$ cat config.mk
export PLATFORM = sky130hd
export DESIGN_NAME = bsw_top
export DESIGN_NICKNAME = d
export VERILOG_FILES = /design/src/core/bsw_pkg.sv /design/src/core/bsw_top.sv /design/src/core/bsw_tick_div.sv /design/src/core/bsw_step_seq.sv
export VERILOG_INCLUDE_DIRS = /design/src /design/src/core
export SDC_FILE = /design/constraint.sdc
export NUM_CORES = 1
export LEC_CHECK = 0
export ABC_AREA = 1
export BUFFER_PORTS_ARGS = -buffer_cell sky130_fd_sc_hd__buf_2
export CORE_MARGIN = 3
export CORE_UTILIZATION = 55
export CTS_BUF_LIST = sky130_fd_sc_hd__clkbuf_2 sky130_fd_sc_hd__clkbuf_4 sky130_fd_sc_hd__clkbuf_8
export CTS_CLUSTER_DIAMETER = 30
export DETAILED_ROUTE_END_ITERATION = 6
export GPL_ROUTABILITY_DRIVEN = 1
export GPL_TIMING_DRIVEN = 0
export PLACE_DENSITY = 0.8
export SLEW_MARGIN = 10
export SYNTH_ARGS = -nofsm -noshare
export SYNTH_HDL_FRONTEND = slang
export SYNTH_SLANG_ARGS = --single-unit
$ cat constraint.sdc
create_clock -name CLK_IN -period 3.3 [get_ports CLK_IN]
set_clock_uncertainty 0.2 [all_clocks]
set_input_delay 0.495 -clock CLK_IN [delete_from_list [all_inputs] [get_ports CLK_IN]]
set_output_delay 0.495 -clock CLK_IN [all_outputs]
set_load 0.1 [all_outputs]
$ cat src/core/bsw_cfg.svh
// Address map, field positions, reset values and timing counts of the stopwatch.
`ifndef BSW_CFG_SVH
`define BSW_CFG_SVH

`define BSW_ADDR_W        16
`define BSW_DATA_W        4
`define BSW_ADDR_CTRL     16'hFF7C
`define BSW_ADDR_HUND     16'hFF7D
`define BSW_ADDR_TENTH    16'hFF7E
`define BSW_ADDR_MASK     16'hFFE7
`define BSW_ADDR_FLAG     16'hFFF7

`define BSW_BIT_RUN       0
`define BSW_BIT_CLEAR     1
`define BSW_BIT_TEN_HZ    0
`define BSW_BIT_ONE_HZ    1

`define BSW_DIGIT_ZERO    4'h0
`define BSW_DIGIT_NINE    4'h9
`define BSW_DATA_ZERO     4'h0

`define BSW_STEP_SHORT    2'h2
`define BSW_STEP_LONG     2'h3

`define BSW_CLK_HZ        200000000
`define BSW_TICK_HZ       256
`define BSW_TICK_DIV      (`BSW_CLK_HZ / `BSW_TICK_HZ)
`define BSW_DIV_W         20

`endif

$ cat src/core/bsw_pkg.sv
// Types shared by the stopwatch modules.
package bsw_pkg;

  typedef enum logic [1:0] {
    ST_STOP = 2'b01,
    ST_RUN  = 2'b10
  } bsw_run_t;

  typedef struct packed {
    logic [15:0] addr;
    logic [3:0]  wdata;
    logic        wr;
    logic        rd;
  } bsw_bus_req_t;

  typedef struct packed {
    logic [1:0] sub;
    logic       adv;
  } bsw_seq_state_t;

  typedef struct packed {
    logic [19:0] cnt;
    logic        tick;
  } bsw_div_state_t;

  typedef struct packed {
    bsw_run_t   run_state;
    logic [3:0] hund;
    logic [3:0] tenth;
    logic       mask_ten_hz;
    logic       mask_one_hz;
    logic       flag_ten_hz;
    logic       flag_one_hz;
    logic [3:0] rdata;
    logic       irq_ten_hz;
    logic       irq_one_hz;
  } bsw_state_t;

endpackage

$ cat src/core/bsw_top.sv
// Top level of the two-digit BCD stopwatch with its register port.
`include "bsw_cfg.svh"
module bsw_top #(
  parameter int TICK_DIV = `BSW_TICK_DIV
) (
  // Clock and reset.
  input  wire logic       CLK_IN,
  input  wire logic       RESET_IN,
  // Register port.
  input  wire logic [15:0] ADDR_IN,
  input  wire logic [3:0]  WR_DATA_IN,
  input  wire logic        WR_IN,
  input  wire logic        RD_IN,
  output logic      [3:0]  RD_DATA_OUT,
  // Interrupt requests.
  output logic             IRQ_TEN_HZ_OUT,
  output logic             IRQ_ONE_HZ_OUT,
  // Status.
  output logic             RUNNING_OUT
);
  import bsw_pkg::*;

  // Functions used by the state update and the read path.

  // Wrap test of one BCD digit.
  function automatic logic is_nine(input logic [3:0] d);
    is_nine = (d == `BSW_DIGIT_NINE);
  endfunction

  // BCD increment of one digit, wrapping 9 to 0.
  function automatic logic [3:0] bcd_inc(input logic [3:0] d);
    if (is_nine(d))
    begin
      bcd_inc = `BSW_DIGIT_ZERO;
    end
    else
    begin
      bcd_inc = d + 4'h1;
    end
  endfunction

  // Address match of a register port request.
  function automatic logic hit(input bsw_bus_req_t r, input logic [15:0] a);
    hit = (r.addr == a);
  endfunction

  // Read data of the addressed register.
  function automatic logic [3:0] read_mux(input bsw_bus_req_t r, input bsw_state_t s);
    logic [3:0] v;
    v = `BSW_DATA_ZERO;
    case (r.addr)
      `BSW_ADDR_CTRL:
      begin
        // The clear bit is write-only, so only the run bit is returned.
        v[`BSW_BIT_RUN] = (s.run_state == ST_RUN);
      end
      `BSW_ADDR_HUND:
      begin
        v = s.hund;
      end
      `BSW_ADDR_TENTH:
      begin
        v = s.tenth;
      end
      `BSW_ADDR_MASK:
      begin
        v[`BSW_BIT_TEN_HZ] = s.mask_ten_hz;
        v[`BSW_BIT_ONE_HZ] = s.mask_one_hz;
      end
      `BSW_ADDR_FLAG:
      begin
        v[`BSW_BIT_TEN_HZ] = s.flag_ten_hz;
        v[`BSW_BIT_ONE_HZ] = s.flag_one_hz;
      end
      default:
      begin
        // Unmapped addresses read as zero.
        v = `BSW_DATA_ZERO;
      end
    endcase
    read_mux = v;
  endfunction

  // Signals.
  bsw_bus_req_t req;
  bsw_state_t   st;
  bsw_state_t   next_st;
  logic         tick;
  logic         adv;
  logic         wr_ctrl;
  logic         wr_mask;
  logic         wr_flag;
  logic         clear_req;
  logic         run_now;
  logic         wrap_hund;
  logic         wrap_tenth;

  assign req.addr  = ADDR_IN;
  assign req.wdata = WR_DATA_IN;
  assign req.wr    = WR_IN;
  assign req.rd    = RD_IN;

  assign run_now = (st.run_state == ST_RUN);

  // The clear strobe is taken straight from the write so the sequencer phase
  // restarts in the same cycle as the digits.
  assign wr_ctrl   = req.wr && hit(req, `BSW_ADDR_CTRL);
  assign wr_mask   = req.wr && hit(req, `BSW_ADDR_MASK);
  assign wr_flag   = req.wr && hit(req, `BSW_ADDR_FLAG);
  assign clear_req = wr_ctrl && req.wdata[`BSW_BIT_CLEAR];

  // Submodules.
  // The tick divider runs free from reset; run only gates the sequencer, so a
  // short stop keeps the tick count within the current hundredths step.
  bsw_tick_div #(
    .DIV (TICK_DIV)
  ) u_div (
    .clk_in   (CLK_IN),
    .rst_in   (RESET_IN),
    .tick_out (tick)
  );

  bsw_step_seq u_seq (
    .clk_in   (CLK_IN),
    .rst_in   (RESET_IN),
    .tick_in  (tick),
    .run_in   (run_now),
    .clear_in (clear_req),
    .hund_in  (st.hund),
    .tenth_in (st.tenth),
    .adv_out  (adv)
  );

  // Wrap events occur only on an advance that is not overridden by a clear.
  assign wrap_hund  = adv && !clear_req && is_nine(st.hund);
  assign wrap_tenth = wrap_hund && is_nine(st.tenth);

  always_comb
  begin
    next_st = st;

    // Run state machine; a control write always decides the next state.
    case (st.run_state)
      ST_STOP:
      begin
        if (wr_ctrl && req.wdata[`BSW_BIT_RUN])
        begin
          next_st.run_state = ST_RUN;
        end
        else
        begin
          next_st.run_state = ST_STOP;
        end
      end
      ST_RUN:
      begin
        if (wr_ctrl && !req.wdata[`BSW_BIT_RUN])
        begin
          next_st.run_state = ST_STOP;
        end
        else
        begin
          next_st.run_state = ST_RUN;
        end
      end
      default:
      begin
        next_st.run_state = ST_STOP;
      end
    endcase

    // Hundredths digit.
    // Clear zeros digits.
    if (clear_req)
    begin
      next_st.hund = `BSW_DIGIT_ZERO;
    end
    else if (adv)
    begin
      next_st.hund = bcd_inc(st.hund);
    end
    else
    begin
      next_st.hund = st.hund;
    end

    // Tenths digit, carried by the hundredths wrap.
    // A clear that meets a wrap leaves both digits at zero and sets no flag.
    // Cascaded tenths count.
    if (clear_req)
    begin
      next_st.tenth = `BSW_DIGIT_ZERO;
    end
    else if (wrap_hund)
    begin
      next_st.tenth = bcd_inc(st.tenth);
    end
    else
    begin
      next_st.tenth = st.tenth;
    end

    if (wr_mask)
    begin
      next_st.mask_ten_hz = req.wdata[`BSW_BIT_TEN_HZ];
      next_st.mask_one_hz = req.wdata[`BSW_BIT_ONE_HZ];
    end
    else
    begin
      next_st.mask_ten_hz = st.mask_ten_hz;
      next_st.mask_one_hz = st.mask_one_hz;
    end

    // An overflow in the same cycle as a write-one clear keeps the flag set,
    // so no event is lost to a service routine that clears late.
    // Overflow sets flag.
    if (wrap_hund)
    begin
      next_st.flag_ten_hz = 1'b1;
    end
    else if (wr_flag && req.wdata[`BSW_BIT_TEN_HZ])
    begin
      next_st.flag_ten_hz = 1'b0;
    end
    else
    begin
      next_st.flag_ten_hz = st.flag_ten_hz;
    end
    if (wrap_tenth)
    begin
      next_st.flag_one_hz = 1'b1;
    end
    else if (wr_flag && req.wdata[`BSW_BIT_ONE_HZ])
    begin
      next_st.flag_one_hz = 1'b0;
    end
    else
    begin
      next_st.flag_one_hz = st.flag_one_hz;
    end

    // Interrupt requests follow the flag and mask one cycle later.
    // Registering them keeps the request pins free of decode glitches.
    // Gated requests.
    if (st.flag_ten_hz && st.mask_ten_hz)
    begin
      next_st.irq_ten_hz = 1'b1;
    end
    else
    begin
      next_st.irq_ten_hz = 1'b0;
    end
    if (st.flag_one_hz && st.mask_one_hz)
    begin
      next_st.irq_one_hz = 1'b1;
    end
    else
    begin
      next_st.irq_one_hz = 1'b0;
    end

    // Read data stand only in the cycle after the read strobe.
    // Read path.
    if (req.rd)
    begin
      next_st.rdata = read_mux(req, st);
    end
    else
    begin
      next_st.rdata = `BSW_DATA_ZERO;
    end
  end

  always_ff @(posedge CLK_IN or posedge RESET_IN)
  begin
    if (RESET_IN)
    begin
      st           <= '0;
      st.run_state <= ST_STOP;
    end
    else
    begin
      st <= next_st;
    end
  end

  // Outputs.
  assign RD_DATA_OUT    = st.rdata;
  assign IRQ_TEN_HZ_OUT = st.irq_ten_hz;
  assign IRQ_ONE_HZ_OUT = st.irq_one_hz;
  // Bit one of the one-hot run code is high only in the run state, so the
  // status pin comes straight from its flip-flop.
  assign RUNNING_OUT    = st.run_state[1];

endmodule // bsw_top

$ cat src/core/bsw_tick_div.sv
// Divider that makes the one-cycle 256 Hz tick enable from the system clock.
module bsw_tick_div #(
  parameter int DIV = 781250
) (
  // Clock and reset.
  input  wire logic clk_in,
  input  wire logic rst_in,
  // Tick enable.
  output logic      tick_out
);
  import bsw_pkg::*;

  localparam logic [19:0] LAST = 20'(DIV - 1);

  bsw_div_state_t st;
  bsw_div_state_t next_st;

  always_comb
  begin
    next_st      = st;
    next_st.tick = 1'b0;
    if (st.cnt == LAST)
    begin
      next_st.cnt  = 20'h00000;
      next_st.tick = 1'b1;
    end
    else
    begin
      next_st.cnt = st.cnt + 20'h00001;
    end
  end

  always_ff @(posedge clk_in or posedge rst_in)
  begin
    if (rst_in)
    begin
      st <= '0;
    end
    else
    begin
      st <= next_st;
    end
  end

  assign tick_out = st.tick;

endmodule // bsw_tick_div

$ cat src/core/bsw_step_seq.sv
// Step sequencer that turns 256 Hz ticks into uneven hundredths advances.
`include "bsw_cfg.svh"
module bsw_step_seq (
  // Clock and reset.
  input  wire logic       clk_in,
  input  wire logic       rst_in,
  // Control.
  input  wire logic       tick_in,
  input  wire logic       run_in,
  input  wire logic       clear_in,
  // Current digits.
  input  wire logic [3:0] hund_in,
  input  wire logic [3:0] tenth_in,
  // Advance pulse.
  output logic            adv_out
);
  import bsw_pkg::*;

  // Ticks spent on one hundredths step, chosen by both digits.
  function automatic logic [1:0] step_len(input logic [3:0] d, input logic [3:0] t);
    logic long_dec;
    logic long_step;
    long_dec  = !(t == 4'h0 || t == 4'h3 || t == 4'h5 || t == 4'h8);
    long_step = d[0] || (long_dec && d == 4'h8);
    step_len  = long_step ? `BSW_STEP_LONG : `BSW_STEP_SHORT;
  endfunction

  bsw_seq_state_t st;
  bsw_seq_state_t next_st;
  logic [1:0]     len;

  always_comb
  begin
    len         = step_len(hund_in, tenth_in);
    next_st     = st;
    next_st.adv = 1'b0;
    if (clear_in)
    begin
      next_st.sub = 2'h0;
    end
    else if (run_in && tick_in)
    begin
      if (st.sub == len - 2'h1)
      begin
        next_st.sub = 2'h0;
        next_st.adv = 1'b1;
      end
      else
      begin
        next_st.sub = st.sub + 2'h1;
      end
    end
  end

  always_ff @(posedge clk_in or posedge rst_in)
  begin
    if (rst_in)
    begin
      st <= '0;
    end
    else
    begin
      st <= next_st;
    end
  end

  assign adv_out = st.adv;

endmodule // bsw_step_seq

[After elaboration in Yosys (flattened, before gate mapping)]
Index checks and enable logic that the tools add are counted.
Widths: inputs -> output; s select.
Storage, ports and cells
  output and inout port bits: 7
  logic and storage cells: 89
  register bits: 44
Operators by class
  reduce and logical (&&, ||, !) cells: 28
  add/subtract/negate cells: 5
  eq/ne operators: 15
  muxes and demuxes: 27
Operator list (number)
  $eq 16x16->1 const B: 5
  $mux 4: 7
  $add 20x1->20 const B: 1
  $eq 20x20->1 const B: 1
  $mux 20: 1
  $eq 4x4->1 const B: 4
  $logic_and 1x1->1: 15
  $mux 1: 10
  $reduce_bool 2->1: 5
  $add 4x1->4 const B: 2
  $mux 2: 4
  $pmux 2 s2: 2
  $pmux 1 s5: 1
  $eq 4x2->1 const B: 1
  $eq 4x3->1 const B: 1
  $logic_not 4->1: 1
  $logic_or 1x1->1: 4
  $pmux 1 s4: 1
  $logic_not 1->1: 3
  $mux 3: 1
  $add 2x1->2 const B: 1
  $eq 2x1->1 const B: 1
  $eq 2x2->1: 1
  $eq 2x2->1 const B: 1
  $sub 2x1->2 const B: 1

[Depth between registers and ports, before layout]
Gate-level depths: netlist of run 1.
  depth in word-level cells: 13
  mapped depth: 10
  gate-level depth less buffers: 10

[Modules after synthesis]
A second synthesis of run 1 with hierarchy kept.
Second synthesis, totals
  cell total of the unflattened synthesis: 390
  area, all modules: 2849.0 µm²
Modules (own cells, without submodules)
  bsw_top: times used 1, area an instance 1362.6 µm², sequential area each 501.7 µm², cells an instance 186
  bsw_tick_div: times used 1, area an instance 1280.0 µm², sequential area each 525.5 µm², cells an instance 168
  bsw_step_seq: times used 1, area an instance 206.4 µm², sequential area each 75.1 µm², cells an instance 36

[Least setup slack after synthesis of run 1]
OpenSTA, ideal clock, no wires.
  kind: register to register
  start: register st (netlist bit RUNNING_OUT)
  end: register u_seq.st[2] (netlist bit)
  data required time: 3.035 ns
  arrival: 1.616 ns
  path buffers: 0
  setup slack: 1.419 ns
  cell stages (with the launch flop): 8
  period minus slack after synthesis: 1.881 ns
  path through: dfrtp_1 > ha_1 > nand2_1 > inv_1 > nand2_1 > nor2_1 > nand2_1 > nand2_1
Between the ends
  longest elaborated chain between the ends: 3
RTL lines
  start: declaration: line bsw_top.sv:86  | bsw_state_t st;
  start signal: assignment: line bsw_top.sv:283  | st <= next_st;
  $eq 2x2->1: line bsw_top.sv:103  | assign run_now = (st.run_state == ST_RUN);
  $logic_and 1x1->1: line bsw_step_seq.sv:41  | else if (run_in && tick_in)
  $reduce_bool 2->1 (no source line)
  end signal: assignment: line bsw_step_seq.sv:63  | st <= next_st;
  end: declaration: line bsw_step_seq.sv:28  | bsw_seq_state_t st;
Every way passes these cells.
A chain may end at the register's enable or synchronous reset.

[Final worst setup path of run 1]
  start: register st (netlist bit RD_DATA_OUT[3])
  end: output port RD_DATA_OUT[3]
RTL lines
  end: declaration: line bsw_top.sv:14  | output logic [3:0] RD_DATA_OUT,
No word-level cell between the ends.

==> qor_table.md, run 1 <==
| Quantity | Value | Unit |
| --- | --- | --- |
| Run status | completed | - |
| RSZ-0062 raised after global routing | no | - |
| Final net count | 413 | - |
| Num rows | 24 | - |
| Max-capacitance violation count | 0 | - |
| Min setup slack post-route | 1.47 | ns |
| TritonCTS clock tree | built | - |
| Initial antenna violation count | 0 | - |
| # DRC | 0 | - |
| Slowest cell on the critical path | sky130_fd_sc_hd__buf_2 | - |
| Number of buffers inserted to repair setup after CTS | 0 | - |
| Area used by multi-input combinational logic | 1340 | µm² |
| Global routing usage on met2 | 31.8 | % |
| Data arrival time of the worst path | 1.14 | ns |
| Total Routed Length | 5460 | µm |
| Synth cell types | 33 | - |
| Leakage component of the power | 1.55 | nW |
| Leading cell type by number of instances after synthesis | sky130_fd_sc_hd__nand2_1 | - |
| Top cells by area, synth | sky130_fd_sc_hd__dfrtp_1, sky130_fd_sc_hd__nand2_1, sky130_fd_sc_hd__inv_1 | - |
| Global route overflow | 0 | - |
| GR Util All Layers | 20.5 | % |
| Number of hold violations in the final report | 0 | - |
| Type of the worst setup path | reg2out | - |
| Worst setup SP type | flop | - |
| Cell family contributing the most delay on the critical path | buffers and inverters | - |
| Final Total Pwr | 1.00 | mW |
| Summed instance area of the synthesized netlist | 2690 | µm² |
| Yosys warnings | 0 | - |
| Number of DRC violations after detailed-routing iteration 0 | 146 | - |
| Clock sink count | 44 | - |
| Portion of synthesized cell area occupied by the leading cell type | 40.0 | % |
| Area of the core | 4530 | µm² |
| Growth of design area from synthesis to finish | 13.3 | % |
| Crit path cell chain | buf_4 -> buf_2 | - |
| Maximum buffer depth of the clock tree | 2 | - |
| RD Place Congestion | 0.923 | - |
| Net count of the mapped netlist | 377 | - |
| CP bufs+invs | 2 | - |
| Total CTS buffers | 5 | - |
| Actual transition at the worst max-transition pin | 0.495 | ns |
| Class of the tightest hold or removal check | in2reg | - |
| Maximum number of pins on one net before global-route repair | 36 | - |
| Die width | 75.9 | µm |
| GR Util met1 | 29.1 | % |
| Highest ir drop seen on vdd | 0.251 | mV |
| Clock slew at the register clock pins of the worst setup and hold paths | 0.08 | ns |
| Final setup violation count | 0 | - |
| Total power density per cell area | 328 | nW/µm² |
| Maximum level of the CTS H-tree | 2 | - |
| Vias per cell | 5.06 | - |
| Number of flops mapped to enable cells by yosys | 0 | - |
| Clock tree root buffer cell | sky130_fd_sc_hd__clkbuf_8 | - |
| Vias in the first global route | 2206 | - |
| Layer with the highest usage | met2 | - |
| Synthesized netlist cell count | 349 | - |
| Post-synthesis async set-or-reset flop share | 100 | % |
| Post-synth top cells | sky130_fd_sc_hd__nand2_1, sky130_fd_sc_hd__inv_1, sky130_fd_sc_hd__dfrtp_1, sky130_fd_sc_hd__nor2_1, sky130_fd_sc_hd__nand3_1 | - |
| Normalized max-slew margin | 67.2 | % |
| Post-Place Setup Slack | 1.38 | ns |
| Residual antenna-violating net count after detailed routing | 0 | - |
| DR vias | 2280 | - |
| Synth area leader | sky130_fd_sc_hd__dfrtp_1 | - |
| Setup_tns | 0 | ns |
| CP Capture Type | primary output | - |
| Post-layout util | 67.2 | % |
| Data required time at the worst endpoint | 2.60 | ns |
| Seq/Total Area, Yosys | 41.0 | % |
| Crit Path Max Fanout | 1 | - |
| Routed len/inst | 12.1 | µm |
| Flip-flop and latch count after synthesis | 44 | - |
| Layout filler cell count | 390 | - |
| Number of buffer cells added on primary ports | 27 | - |
| Most used flip-flop cell after synthesis | sky130_fd_sc_hd__dfrtp_1 | - |
| Total of cells resized after clock tree synthesis | 0 | - |
| Num ports | 31 | - |
| Final worst-path cycle share | 55.5 | % |
| F_max | 546 | MHz |
| Fin. max-slew vios | 0 | - |
| Final non-filler cell total | 451 | - |
| Antenna cell count | 0 | - |
| First drt pass iteration count | 4 | - |
| Fraction of final layout cells sized beyond drive strength 1 | 19.7 | % |
| Time the worst path needs with I/O delays and setup | 1.83 | ns |
| Combined flip-flop and latch cell area | 1100 | µm² |
| First-pass GRT wire length | 9820 | µm |
| Syn Area/Cell | 7.70 | µm² |
| Area of the die | 5760 | µm² |
| Dpl hpwl | 4170 | µm |
| Initial standard-cell utilization of the core | 59.3 | % |
| Slowest stage delay, CP | 0.41 | ns |
| Die H | 75.9 | µm |
| Grt met3 use | 4.38 | % |
| Clock Latency Late Sink | 0.29 | ns |
| Placed cell count | 442 | - |
-- area by class of cell --
type | count | area share (%)
clock inverter | 2 | 1.15
sequential | 44 | 36.2
multi-input combinational | 245 | 43.9
buffer | 7 | 1.68
clock buffer | 6 | 2.51
timing repair buffer | 29 | 5.42
inverter | 53 | 6.53
tap | 65 | 2.67
-- sequential cells by signal, summed over array words and instances, names as in the netlist --
signal          cells
RD_DATA_OUT         4
IRQ_ONE_HZ_OUT      1
st                 13
IRQ_TEN_HZ_OUT      1
u_div.st           20
RUNNING_OUT         1
u_div.tick_out      1
u_seq.st            2
u_seq.adv_out       1
-- worst min-delay path, cell delays in order --
cell and delay, ns:
sky130_fd_sc_hd__buf_2 0.11, sky130_fd_sc_hd__nand2_1 0.06, sky130_fd_sc_hd__nor2_1 0.04
-- logic make-up (layout without fill, tap and decap cells) --
kind of cell | Yosys count | in the layout | synth area share, %
AOI/OAI and AO/OA | 25 | 25 | 5.17
adders and majority gates | 4 | 4 | 1.86
xor gates and xnor gates | 15 | 15 | 4.89
DFF | 44 | 44 | 41.0
buffers and inverters | 60 | 97 | 9.31
and+or+nand+nor | 201 | 201 | 37.8
-- repair_timing --
| action | 4_1_cts | 5_1_grt |
|---|---|---|
| hold buffers | 1 | 0 |
| endpoints found under the hold margin | 9 | 0 |
| endpoints found under the setup margin | 0 | 0 |
-- report_power, final --
part	internal [mW]	switching, mW
Clock	0.233	0.185
Sequential	0.539	0.0000119
Combinational	0.0158	0.0273
-- through the flow --
| stage | hold slack, ns | area, µm² |
|---|---|---|
| 3_5_place_dp | 0.238 | 2930 |
| 4_1_cts | 0.228 | 3050 |
| 2_1_floorplan | 0.255 | 2690 |
| 6_report | 0.232 | 3050 |
| 3_3_place_gp | 0.291 | 2910 |
| 5_1_grt | 0.241 | 3050 |
-- layer usage --
metal	wire length (µm)	vias to the layer above
li1	-	1181
met1	2670	1035
met2	2430	59
met3	306	5
met4	51	0
met5	0	-
-- worst paths after layout --
path,from,slack (ns),cells past startpoint,to
max,RD_DATA_OUT[3]$_DFF_PP0_,1.47,2,RD_DATA_OUT[3]
min in group asynchronous,RESET_IN,0.48,3,u_div.st[16]$_DFF_PP0_
max in group asynchronous,RESET_IN,1.90,4,st[18]$_DFF_PP1_
min reg2reg,u_div.st[1]$_DFF_PP0_,0.32,1,u_div.st[1]$_DFF_PP0_
min,RD_IN,0.23,3,RD_DATA_OUT[1]$_DFF_PP0_
max reg2reg,u_div.st[1]$_DFF_PP0_,1.48,8,u_div.st[17]$_DFF_PP0_
-- placed cells by master (no fill, tap or decap), drive strengths merged --
cell / netlist / routed
xor2: 12 / 12
ha: 4 / 4
xnor2: 3 / 3
o211ai: 1 / 1
nor4: 2 / 2
buf: 7 / 35
o21ai: 16 / 16
nor3: 15 / 15
dfstp: 1 / 1
nand2: 83 / 83
nand3: 35 / 35
inv: 53 / 53
o21a: 1 / 1
dlygate4sd3: 0 / 1
bufinv: 0 / 1
nor3b: 1 / 1
nand4: 12 / 12
nand3b: 3 / 3
dfrtp: 43 / 43
and2: 1 / 1
clkbuf: 0 / 6
clkinv: 0 / 1
nor2: 49 / 49
a21oi: 7 / 7
Note: power is estimated with default switching activity, not from simulation.
==> run 2, diff against run 1 <==
Clock period 3.3 ns to 1.7 ns, I/O delays scaled along.
==> qor_table.md, run 2 (synthesis gave the netlist of run 1 again) <==
| Quantity | Value | Unit | Delta |
| --- | --- | --- | --- |
| Run status | completed | - |  |
| Area of the die | 5760 | µm² | unchanged |
| Initial antenna violation count | 0 | - | unchanged |
| Cell family contributing the most delay on the critical path | simple AND/OR/NAND/NOR gates | - |  |
| TritonCTS clock tree | built | - |  |
| Layout filler cell count | 345 | - | -12% |
| Leakage component of the power | 1.61 | nW | +4.1% |
| Most flop-heavy register | u_div.st | - |  |
| Final net count | 424 | - | +2.7% |
| Type of the worst setup path | reg2reg | - |  |
| Actual transition at the worst max-transition pin | 0.491 | ns | -0.00379 ns |
| Final setup violation count | 0 | - | unchanged |
| Fraction of final layout cells sized beyond drive strength 1 | 23.2 | % | +3.5 points |
| Vias in the first global route | 2192 | - | -0.63% |
| Clock tree root buffer cell | sky130_fd_sc_hd__clkbuf_8 | - |  |
| Num ports | 31 | - | unchanged |
| First drt pass iteration count | 5 | - | +1 |
| Number of buffer cells added on primary ports | 27 | - | unchanged |
| Number of cells on the worst reg-to-reg path | 6 | - | -2 |
| Global route overflow | 0 | - | unchanged |
| Maximum buffer depth of the clock tree | 2 | - | unchanged |
| Normalized max-slew margin | 67.5 | % | +0.25 points |
| Clock slew at the register clock pins of the worst setup and hold paths | 0.09 | ns | about the same |
| Max-capacitance violation count | 0 | - | unchanged |
| Die H | 75.9 | µm | unchanged |
| Num rows | 24 | - | unchanged |
| RSZ-0062 raised after global routing | yes | - |  |
| Hold depth | 3 | - | unchanged |
| Slowest cell on the critical path | sky130_fd_sc_hd__dfrtp_2 | - |  |
| Vias per cell | 5.28 | - | +4.4% |
| Data arrival time of the worst path | 1.69 | ns | +0.55 ns |
| Combined flip-flop and latch cell area | 1110 | µm² | +0.34% |
| Area used by multi-input combinational logic | 1370 | µm² | +2.8% |
| RD Place Congestion | 0.926 | - | +0.38% |
| First-pass GRT wire length | 10100 | µm | +3.0% |
| Number of DRC violations after detailed-routing iteration 0 | 184 | - | +26% |
| Initial standard-cell utilization of the core | 59.3 | % | unchanged |
| CP bufs+invs | 1 | - | -1 |
| Most frequent cells in the layout | sky130_fd_sc_hd__nand2_1, sky130_fd_sc_hd__inv_1, sky130_fd_sc_hd__dfrtp_1, sky130_fd_sc_hd__nor2_1, sky130_fd_sc_hd__buf_2 | - |  |
| CP Capture Type | flop | - |  |
| Total Routed Length | 6030 | µm | +10% |
| Die width | 75.9 | µm | unchanged |
| Data required time at the worst endpoint | 1.71 | ns | -0.89 ns |
| Residual antenna-violating net count after detailed routing | 0 | - | unchanged |
| Fin. max-slew vios | 0 | - | unchanged |
| Leading cell type in the layout, fill and taps excluded | sky130_fd_sc_hd__nand2_1 | - |  |
| F_max | 595 | MHz |  |
| Slowest stage delay, CP | 0.42 | ns | about the same |
| Max reg flops | 20 | - | unchanged |
| Min setup slack post-route | 0.0186 | ns | -1.45 ns |
| Maximum level of the CTS H-tree | 2 | - | unchanged |
| # DRC | 0 | - | unchanged |
| Routed len/inst | 13.0 | µm | +7.8% |
| Class of the tightest hold or removal check | in2reg | - |  |
| Clock Latency Late Sink | 0.31 | ns | +0.02 ns |
| Worst setup SP type | flop | - |  |
| Clock sink count | 44 | - | unchanged |
| Placed cell count | 442 | - | unchanged |
| Worst reg2reg startpoint | u_div.st[1]$_DFF_PP0_ | - |  |
| Antenna cell count | 0 | - | unchanged |
| Maximum number of pins on one net before global-route repair | 34 | - | -5.6% |
| Total CTS buffers | 5 | - | unchanged |
| Capture instance of the worst register-to-register path | u_div.st[17]$_DFF_PP0_ | - |  |
| Crit path cell chain | buf_6 -> ha_1 -> nand3_1 -> nor4_2 -> nand3b_1 -> o21a_1 | - |  |
| Worst hold-check slack | 0.0340 | ns | -0.198 ns |
| Time the worst path needs with I/O delays and setup | 1.68 | ns |  |
| Final worst-path cycle share | 98.9 | % |  |
| Dpl hpwl | 4200 | µm | +0.78% |
| Crit Path Max Fanout | 3 | - | +2 |
| Hold Crit Endpoint | st[8]$_DFFE_PP0P_ | - |  |
| Number of hold violations in the final report | 0 | - | unchanged |
| Total power density per cell area | 618 | nW/µm² | +88% |
| Growth of design area from synthesis to finish | 18.4 | % |  |
| Register-to-register setup slack | 0.02 | ns | -1.46 ns |
| Final non-filler cell total | 462 | - | +2.4% |
| Post-Place Setup Slack | -0.119 | ns | -1.50 ns |
| Area of the core | 4530 | µm² | unchanged |
| Launch instance of the worst min-delay path | WR_DATA_IN[1] | - |  |
| GR Util All Layers | 21.2 | % | +0.65 points |
| Highest ir drop seen on vdd | 0.622 | mV | +150% |
| DR vias | 2438 | - | +6.9% |
## run 2: cell types whose count changed in the layout (fill, tap and decap cells not counted), sizes merged
cell,change
inv,+1
clkinv,-1
clkbuf,-1
clkinvlp,+1
buf,+10
dlygate4sd3,+1
## run 2: worst max-delay path by stage
stage / end / startpoint / cells after the start / slack, ns
floorplan: u_div.st[17]$_DFF_PP0_ / u_div.st[1]$_DFF_PP0_ / 8 / 0.06
global placement: RUNNING_OUT$_DFF_PP0_ / RESET_IN / 2 / -0.47
detailed placement: u_div.st[17]$_DFF_PP0_ / u_div.st[1]$_DFF_PP0_ / 8 / -0.12
CTS: u_div.st[17]$_DFF_PP0_ / u_div.st[1]$_DFF_PP0_ / 8 / 0.003
global route: u_div.st[17]$_DFF_PP0_ / u_div.st[1]$_DFF_PP0_ / 6 / -0.07
finish: u_div.st[17]$_DFF_PP0_ / u_div.st[1]$_DFF_PP0_ / 6 / 0.02
## run 2: timing repair
| item | 4_1_cts | 5_1_grt |
|---|---|---|
| hold buffers | 2 | 0 |
| setup buffers | 3 | 7 |
| hold endpoints to repair | 44 | 0 |
| gates resized for setup | 4 | 7 |
| pin swaps | 1 | 7 |
| setup endpoints to repair | 2 | 15 |
## run 2: power by group
group	switching, mW	internal (mW)
logic	0.0539	0.0322
registers	0.0000221	1.05
clock network	0.394	0.443
total	0.448	1.52
## run 2: layout make-up
type,count,area share (%)
Clock inverter,3,1.45
Tap cell,65,2.55
Buffer,7,1.61
Clock buffer,5,2.16
Inverter,53,6.25
Timing Repair Buffer,40,8.09
Multi-Input combinational cell,245,43.1
Sequential cell,44,34.7
## run 2: tightest hold or removal path, cell delays in order
cell,delay (ns)
sky130_fd_sc_hd__buf_2,0.12
sky130_fd_sc_hd__nand3_1,0.08
sky130_fd_sc_hd__nand2_1,0.05
## run 2: through the flow
step	utilization [%]	area, µm²	power [mW]	TNS [ns]
after floorplan	-	2690	1.10	0
after global placement	64.1	2910	1.14	-14.64
after detailed placement	64.5	2930	1.15	-0.143
after CTS	68.4	3100	1.98	0
after global routing	70.2	3180	2.04	-0.545
final	70.2	3180	1.97	0
## run 2: per-layer routing
| metal | track usage, % | wire length [µm] |
|---|---|---|
| met4 | 4.89 | 59 |
| met2 | 33.5 | 2720 |
| met5 | 0 | 0 |
| met3 | 4.74 | 353 |
| met1 | 29.8 | 2890 |
